<file path="src/hdl/adc_format_consts.svh">
`ifndef ADC_FORMAT_CONSTS_SVH
`define ADC_FORMAT_CONSTS_SVH

// ==========================================================================
// Register addresses
`define ADDR_OUTPUT_DRIVER   8'h04
`define ADDR_SAMPLE_FORMAT   8'h05

// ==========================================================================
// Output driver register fields
`define DRV_MODE_BIT         0
`define DRV_DISABLE_BIT      2
`define DRV_TERM_BIT         3
`define DRV_CURRENT_LSB      4
`define DRV_CURRENT_MSB      6
`define DRV_WRITE_MASK       8'h7d
`define OUTPUT_DRIVER_RESET  8'h00

// ==========================================================================
// Sample format register fields
`define FMT_CODING_BIT       0
`define FMT_RANDOMIZER_EN_BIT         1
`define FMT_ABP_BIT          2
`define FMT_TEST_LSB         3
`define FMT_TEST_MSB         5
`define FMT_WRITE_MASK       8'h3f
`define SAMPLE_FORMAT_RESET  8'h00

// ==========================================================================
// Driver current in tenths of a milliampere
`define CUR_TENTHS_4P0       8'h28
`define CUR_TENTHS_4P5       8'h2d
`define CUR_TENTHS_3P0       8'h1e
`define CUR_TENTHS_2P5       8'h19
`define CUR_TENTHS_2P1       8'h15

// ==========================================================================
// Test words, over-range bit above the sixteen data bits
`define PAT_CHECKER          17'h15555
`define PAT_ALL_ONES         17'h1ffff
`define PAT_ALL_ZEROS        17'h00000
`define ODD_BIT_MASK         16'haaaa

`endif

</file>
<file path="src/hdl/adc_format_pkg.sv">
package adc_format_pkg;

    // ======================================================================
    // Encodings held in the registers
    typedef enum logic [2:0]
    {
        TP_OFF      = 3'b000,
        TP_ZEROS    = 3'b001,
        TP_ONES     = 3'b011,
        TP_CHECKER  = 3'b101,
        TP_TOGGLE   = 3'b111
    } test_pattern_type;

    typedef enum logic [2:0]
    {
        DRV_CODE0   = 3'b000,
        DRV_4P0     = 3'b001,
        DRV_4P5     = 3'b010,
        DRV_UNUSED  = 3'b011,
        DRV_3P0     = 3'b100,
        DRV_2P5     = 3'b101,
        DRV_2P1     = 3'b110,
        DRV_CODE7   = 3'b111
    } drive_code_type;

    typedef enum logic
    {
        SIG_DDR_DIFF  = 1'b0,
        SIG_CMOS_FULL = 1'b1
    } signalling_type;

endpackage : adc_format_pkg

</file>
<file path="src/hdl/sample_formatter.sv">
`timescale 1ns/10ps
`default_nettype none
`include "adc_format_consts.svh"

module sample_formatter
#(
    parameter int DATA_WIDTH = 16
)
(
    input  wire logic [DATA_WIDTH-1:0]             sample_in,
    input  wire logic                              over_range_in,
    input  wire adc_format_pkg::test_pattern_type  test_pattern_sel,
    input  wire logic                              signed_coding_sel,
    input  wire logic                              randomizer_en,
    input  wire logic                              alt_polarity_en,
    input  wire logic                              pattern_phase,
    output logic      [DATA_WIDTH-1:0]             word_out,
    output logic                                   over_range_out
);

    logic [DATA_WIDTH-1:0] coded;
    logic [DATA_WIDTH-1:0] scrambled;
    logic [DATA_WIDTH:0]   pattern;
    logic                  use_pattern;

    // ======================================================================
    // Data path
    always_comb
    begin
        coded = sample_in;
        if (signed_coding_sel)
        begin
            coded[DATA_WIDTH-1] = ~sample_in[DATA_WIDTH-1];
        end
        scrambled = coded;
        if (randomizer_en)
        begin
            scrambled[DATA_WIDTH-1:1] = coded[DATA_WIDTH-1:1]
                                      ^ {(DATA_WIDTH-1){coded[0]}};
        end
        if (alt_polarity_en)
        begin
            scrambled = scrambled ^ `ODD_BIT_MASK;
        end
    end

    // ======================================================================
    // Test words
    always_comb
    begin
        use_pattern = 1'b1;
        pattern     = `PAT_ALL_ZEROS;
        unique case (test_pattern_sel)
            adc_format_pkg::TP_ZEROS:   pattern = `PAT_ALL_ZEROS;
            adc_format_pkg::TP_ONES:    pattern = `PAT_ALL_ONES;
            adc_format_pkg::TP_CHECKER:
                pattern = pattern_phase ? ~`PAT_CHECKER : `PAT_CHECKER;
            adc_format_pkg::TP_TOGGLE:
                pattern = pattern_phase ? `PAT_ALL_ONES : `PAT_ALL_ZEROS;
            // Unused codes fall back to live data rather than garbage
            default:                    use_pattern = 1'b0;
        endcase
    end

    always_comb
    begin
        if (use_pattern)
        begin
            word_out       = pattern[DATA_WIDTH-1:0];
            over_range_out = pattern[DATA_WIDTH];
        end
        else
        begin
            word_out       = scrambled;
            over_range_out = over_range_in;
        end
    end

endmodule : sample_formatter
`default_nettype wire

</file>
<file path="src/hdl/adc_output_format_control.sv">
`timescale 1ns/10ps
`default_nettype none
`include "adc_format_consts.svh"

module adc_output_format_control
#(
    parameter int         DATA_WIDTH          = 16,
    parameter logic [7:0] CODE0_CURRENT_TENTHS = 8'h00
)
(
    input  wire logic                  clk_sys,
    input  wire logic                  rst,
    input  wire logic                  ce,
    input  wire logic [7:0]            reg_addr,
    input  wire logic [7:0]            reg_wdata,
    input  wire logic                  reg_wr,
    input  wire logic                  reg_rd,
    output logic      [7:0]            reg_rdata,
    output logic                       reg_rd_valid,
    input  wire logic [DATA_WIDTH-1:0] sample_in,
    input  wire logic                  over_range_in,
    input  wire logic                  sample_valid,
    output logic      [DATA_WIDTH-1:0] data_out,
    output logic                       over_range_bit,
    output logic                       out_valid,
    output logic                       data_oe_n,
    output logic                       cmos_mode,
    output logic                       internal_term_en,
    output logic      [2:0]            drive_current_sel,
    output logic      [7:0]            drive_current_tenths,
    output logic                       drive_code_unused
);

    // ======================================================================
    // Register storage
    logic [7:0] output_driver_config;
    logic [7:0] sample_format_config;

    logic                              pattern_phase;
    logic [DATA_WIDTH-1:0]             next_data;
    logic                              next_over_range;
    logic [7:0]                        next_current;
    adc_format_pkg::test_pattern_type  test_pattern_sel;
    adc_format_pkg::signalling_type    signalling;

    // ======================================================================
    // Decoding helpers, each called once
    function automatic logic [7:0] read_value(input logic [7:0] addr,
                                              input logic [7:0] drv,
                                              input logic [7:0] fmt);
        logic [7:0] value;
        value = 8'h00;
        if (addr == `ADDR_OUTPUT_DRIVER)
        begin
            value = drv & `DRV_WRITE_MASK;
        end
        else if (addr == `ADDR_SAMPLE_FORMAT)
        begin
            value = fmt & `FMT_WRITE_MASK;
        end
        return value;
    endfunction : read_value

    function automatic logic [7:0] base_current(input logic [2:0] code,
                                                input logic [7:0] code0);
        logic [7:0] tenths;
        tenths = 8'h00;
        unique case (adc_format_pkg::drive_code_type'(code))
            adc_format_pkg::DRV_CODE0:  tenths = code0;
            adc_format_pkg::DRV_4P0:    tenths = `CUR_TENTHS_4P0;
            adc_format_pkg::DRV_4P5:    tenths = `CUR_TENTHS_4P5;
            adc_format_pkg::DRV_3P0:    tenths = `CUR_TENTHS_3P0;
            adc_format_pkg::DRV_2P5:    tenths = `CUR_TENTHS_2P5;
            adc_format_pkg::DRV_2P1:    tenths = `CUR_TENTHS_2P1;
            adc_format_pkg::DRV_UNUSED: tenths = 8'h00;
            adc_format_pkg::DRV_CODE7:  tenths = 8'h00;
        endcase
        return tenths;
    endfunction : base_current

    // ======================================================================
    // Register writes
    // Unused bits are never stored, so they cannot leak into the read path
    always_ff @(posedge clk_sys)
    begin
        if (rst)
        begin
            output_driver_config <= `OUTPUT_DRIVER_RESET;
        end
        else if (ce && reg_wr && reg_addr == `ADDR_OUTPUT_DRIVER)
        begin
            output_driver_config <= reg_wdata & `DRV_WRITE_MASK;
        end
    end

    // Host keeps legal codes
    // Unused test codes are stored as written; the data path passes
    // live samples for them instead of inventing a pattern.
    always_ff @(posedge clk_sys)
    begin
        if (rst)
        begin
            sample_format_config <= `SAMPLE_FORMAT_RESET;
        end
        else if (ce && reg_wr && reg_addr == `ADDR_SAMPLE_FORMAT)
        begin
            sample_format_config <= reg_wdata & `FMT_WRITE_MASK;
        end
    end

    // ======================================================================
    // Register reads
    always_ff @(posedge clk_sys)
    begin
        if (rst)
        begin
            reg_rdata    <= 8'h00;
            reg_rd_valid <= 1'b0;
        end
        else if (ce)
        begin
            reg_rd_valid <= reg_rd;
            if (reg_rd)
            begin
                reg_rdata <= read_value(reg_addr, output_driver_config,
                                        sample_format_config);
            end
        end
    end

    // ======================================================================
    // Output stage configuration
    assign test_pattern_sel = adc_format_pkg::test_pattern_type'(
        sample_format_config[`FMT_TEST_MSB:`FMT_TEST_LSB]);
    assign signalling = adc_format_pkg::signalling_type'(
        output_driver_config[`DRV_MODE_BIT]);

    always_comb
    begin
        next_current = base_current(
            output_driver_config[`DRV_CURRENT_MSB:`DRV_CURRENT_LSB],
            CODE0_CURRENT_TENTHS);
        if (output_driver_config[`DRV_TERM_BIT])
        begin
            next_current = {next_current[6:0], 1'b0};
        end
    end

    always_ff @(posedge clk_sys)
    begin
        if (rst)
        begin
            drive_current_sel    <= 3'h0;
            drive_current_tenths <= 8'h00;
            drive_code_unused    <= 1'b0;
            internal_term_en     <= 1'b0;
            cmos_mode            <= 1'b0;
        end
        else if (ce)
        begin
            drive_current_sel    <=
                output_driver_config[`DRV_CURRENT_MSB:`DRV_CURRENT_LSB];
            drive_current_tenths <= next_current;
            drive_code_unused    <=
                output_driver_config[`DRV_CURRENT_MSB:`DRV_CURRENT_LSB]
                == 3'(adc_format_pkg::DRV_UNUSED);
            internal_term_en     <= output_driver_config[`DRV_TERM_BIT];
            cmos_mode            <=
                (signalling == adc_format_pkg::SIG_CMOS_FULL);
        end
    end

    always_ff @(posedge clk_sys)
    begin
        if (rst)
        begin
            data_oe_n <= 1'b0;
        end
        else if (ce)
        begin
            data_oe_n <= output_driver_config[`DRV_DISABLE_BIT];
        end
    end

    // ======================================================================
    // Sample path
    sample_formatter
    #(
        .DATA_WIDTH        (DATA_WIDTH)
    )
    u_formatter
    (
        .sample_in         (sample_in),
        .over_range_in     (over_range_in),
        .test_pattern_sel  (test_pattern_sel),
        .signed_coding_sel (sample_format_config[`FMT_CODING_BIT]),
        .randomizer_en     (sample_format_config[`FMT_RANDOMIZER_EN_BIT]),
        .alt_polarity_en   (sample_format_config[`FMT_ABP_BIT]),
        .pattern_phase     (pattern_phase),
        .word_out          (next_data),
        .over_range_out    (next_over_range)
    );

    // Phase per output word
    // Phase restarts whenever the test code is TP_OFF, so each run entered
    // from TP_OFF starts on the first documented word.
    always_ff @(posedge clk_sys)
    begin
        if (rst)
        begin
            pattern_phase <= 1'b0;
        end
        else if (ce)
        begin
            if (test_pattern_sel == adc_format_pkg::TP_OFF)
            begin
                pattern_phase <= 1'b0;
            end
            else if (sample_valid)
            begin
                pattern_phase <= ~pattern_phase;
            end
        end
    end

    always_ff @(posedge clk_sys)
    begin
        if (rst)
        begin
            data_out       <= '0;
            over_range_bit <= 1'b0;
            out_valid      <= 1'b0;
        end
        else if (ce)
        begin
            out_valid <= sample_valid;
            if (sample_valid)
            begin
                data_out       <= next_data;
                over_range_bit <= next_over_range;
            end
        end
    end

endmodule : adc_output_format_control
`default_nettype wire

</file>
<file path="config.mk">
export PLATFORM = sky130hd
export DESIGN_NAME = adc_output_format_control
export DESIGN_NICKNAME = d
export VERILOG_FILES = /design/src/hdl/adc_format_pkg.sv /design/src/hdl/sample_formatter.sv /design/src/hdl/adc_output_format_control.sv
export VERILOG_INCLUDE_DIRS = /design/src /design/src/hdl
export SDC_FILE = /design/constraint.sdc
export NUM_CORES = 1
export LEC_CHECK = 0
export ABC_AREA = 1
export ABC_CLOCK_PERIOD_IN_PS = 1480
export BUFFER_PORTS_ARGS = -buffer_cell sky130_fd_sc_hd__buf_2
export CAP_MARGIN = 10
export CORE_MARGIN = 1
export CORE_UTILIZATION = 52
export CTS_CLUSTER_SIZE = 16
export DETAILED_ROUTE_END_ITERATION = 6
export GPL_ROUTABILITY_DRIVEN = 0
export PLACE_DENSITY = 0.8
export SLEW_MARGIN = 20
export SYNTH_ARGS = -nofsm -noshare
export SYNTH_HDL_FRONTEND = slang
export SYNTH_HIERARCHICAL = 1
export SYNTH_SLANG_ARGS = --single-unit
</file>
<file path="constraint.sdc">
create_clock -name clk_sys -period 1.48 [get_ports clk_sys]
set_input_delay 0.074 -clock clk_sys [delete_from_list [all_inputs] [get_ports clk_sys]]
set_output_delay 0.074 -clock clk_sys [all_outputs]
set_load 0.05 [all_outputs]
</file>
==> results.cfg <==
[status]
status = complete, no violations

[worst_hold_path]
hold_path.startpoint = reg_wdata[2]
hold_depth = 3
whs_endpoint = output_driver_config[2]
hold_class = primary input to flip-flop

[floorplanning]
start_util_pct = 54.50
die_y_um = 75.63
row_count = 26
core-area_um2 = 5172
die_width_um = 75.63
ioPinCount = 81
dieArea_um2 = 5719

[synthesis]
synthCells = 424
synth_area_leaders = dfxtp_1, nand2_1, nor2_1
yosysSeqAreaShare_pct = 41.90
yosysTopAreaCell = dfxtp_1
synth_area_per_cell_um2 = 6.648
yosysWarnings = 6
synth_area_um2 = 2819
ys_seq_elements = 59
yosysTopAreaCellShare_pct = 41.90
ys_types = 29

[clock_tree]
insertion_delay_ns = 0.33
clkSinkCount = 59
cts-root-buf = clkbuf_8
path_clk_slew_ns = 0.06
cts_tree = built
post_cts_buffers = 0
cts_resized = 0
numCtsBuffers = 9
h-tree-depth = 3
clk_path_buf_depth = 2

[drt]
firstDrtPassIters = 4
wl_per_cell_um = 10.93
ant_nets = 0
vias = 2821
drc = 0
wirelength_mm = 6.381
drtIter0Drc = 131
via_per_inst = 4.830

[grt]
overflow = 0
grt_first_pass_wirelength_mm = 10.70
grt_pass1_vias = 2564
grt_max_degree = 27
grt_antenna_before_repair = 0
globalRouteTotalUtil_pct = 24.99

[worst_setup_path]
cp_max_fo = 17
path_common_cell = nand2_1
r2r_end = data_out[3]
critPathMaxStageDelay_ns = 0.37
crit_path_end_kind = flip-flop
cp_slowest_cell = dfxtp_1
required_ns = 1.70
r2r-start = sample_format_config[1]
crit_arrival_ns = 1.55
r2r_slack_ns = 0.15
cp-start-kind = flip-flop
worst_r2r_path_depth = 7
path_class = flip-flop to flip-flop
cp_cell_sequence = nand2_4 -> inv_1 -> nand2_1 -> nand3_1 -> nand2_1 -> o21ai_0 -> nor2_1

[timing]
drv_slew = 0
fmax_mhz = 753.4
final.setup.worst_slack_ns = 0.1527
finalCriticalPeriod_ns = 1.327
fin_worst_skew_ns = 0.005969
worst_pin_slew_ns = 0.5556
fin_crit_sh_pct = 89.68
rsz0062_at_grt = no
slew_headroom_pct = 62.80
tns_ns = 0
hold_violations = 0
setup_viol = 0

[layout]
diodes = 0
area_growth_pct = 23.57
drive_above_1_share_pct = 21.01
finalNetCount = 551

[pwr]
vdd.ir_drop.worst_uv = 578.2
power.total_w = 0.003405
p_leak_nw = 1.833
p_per_area_nw_per_um2 = 977.4

[flow_run]
maxCapViolCount = 0

[placed_design]
port_buffers = 77
place_ws_ns = 0.01172
dpl.hpwl_mm = 4.878
-- logic make-up (layout without fill, tap and decap cells) --
group,Yosys count,count (layout),share of synthesized area (%)
xor gates and xnor gates,8,8,2.486
adders and majority gates,2,2,0.8876
AOI/OAI and AO/OA,69,69,12.56
other,1,2,0.1330
DFF,59,59,41.90
buffers and inverters,71,160,10.56
and+or+nand+nor,214,214,31.47
-- routing by layer --
layer | track usage (%) | part of all wire [%] | vias to the layer above
li1 | - | - | 1501
met1 | 30.39 | 46 | 1209
met2 | 42.46 | 45 | 100
met3 | 4.762 | 6.4 | 11
met4 | 12.35 | 1.8 | 0
met5 | 0 | 0 | -
-- area by class of cell --
type,instances,area (um^2)
inverters,54,202.7
flip-flops and latches,59,1181
repair buffers,91,508.0
multi-input cells,295,1344
well taps,70,87.58
fillers,479,1689
clock inverters,3,15.01
clock buffers,12,145.1
-- how the worst max path moves through the flow --
stage	start	endpoint	slack, ns	cells past startpoint
final	sample_format_config[1]	data_out[3]	0.15	7
after global routing	sample_format_config[4]	data_out[5]	0.006	4
after CTS	sample_format_config[1]	data_out[3]	0.16	7
after detailed placement	reg_addr[5]	flip-flop	0.01	10
after global placement	reg_addr[7]	flip-flop	0.08	10
after floorplan	ce	flip-flop	0.21	10
-- what timing repair did --
item                                   4_1_cts  5_1_grt
setup endpoints to repair                    0        0
endpoints found under the hold margin        2        0
hold buffers                                 2        0
-- metrics by stage --
| stage | std cells | instance area (um^2) | utilization (%) | hold slack, ns |
|---|---|---|---|---|
| 6_report | 584 | 3483 | 67.34 | 0.02343 |
| 5_1_grt | 584 | 3483 | 67.34 | 0.03728 |
| 4_1_cts | 584 | 3483 | 67.34 | 0.01019 |
| 3_5_place_dp | 567 | 3303 | 63.86 | 0.3080 |
| 3_3_place_gp | 567 | 3303 | 63.86 | 0.3014 |
| 2_1_floorplan | 425 | 2823 | - | 0.2089 |
-- Yosys cell counts --
master and n:
nor3_1 1, nand2_1 99, or2_1 2, a211oi_1 1, nand2_4 1, nand3_4 1, ha_1 2, nor2_4 1
dfxtp_1 59, xor2_1 7, inv_1 48, clkinv_1 3, o221ai_1 1, buf_4 5, buf_2 4, o21ai_1 3
nand3b_1 1, buf_6 1, o21ai_0 44, nand4_1 2, a21oi_1 19, and3_1 1, nor2_1 75, xnor2_1 1
nand3_1 30, inv_2 3, conb_1 1, o211ai_1 1, clkbuf_1 7
-- power by group --
group / internal (W) / switching [W]
registers: 0.00164 / 0.0000236
logic: 0.000157 / 0.000367
clock network: 0.000635 / 0.000582
-- cell usage in the layout, fill, tap and decap left out, types with 2 or more instances in the layout --
cell and count:
o21ai_0 44, nor2_1 75, inv_1 48, dlygate4sd3_1 2
dfxtp_1 59, o21ai_1 3, clkbuf_8 10, xor2_1 7
buf_4 11, nand3_1 30, a21oi_1 19, conb_1 2
or2_1 2, inv_2 3, ha_1 2, nand4_1 2
clkbuf_1 2, buf_2 77, clkinv_2 3, nand2_1 99
clkinv_1 3
-- critical path: cells and delay by family (launching register included) --
kind | cells | cell delay (ns)
DFF | 1 | 0.37
AOI/OAI and AO/OA | 1 | 0.21
buffers and inverters | 1 | 0.22
and+or+nand+nor | 5 | 0.42
Note: power is estimated with default switching activity, not from simulation.
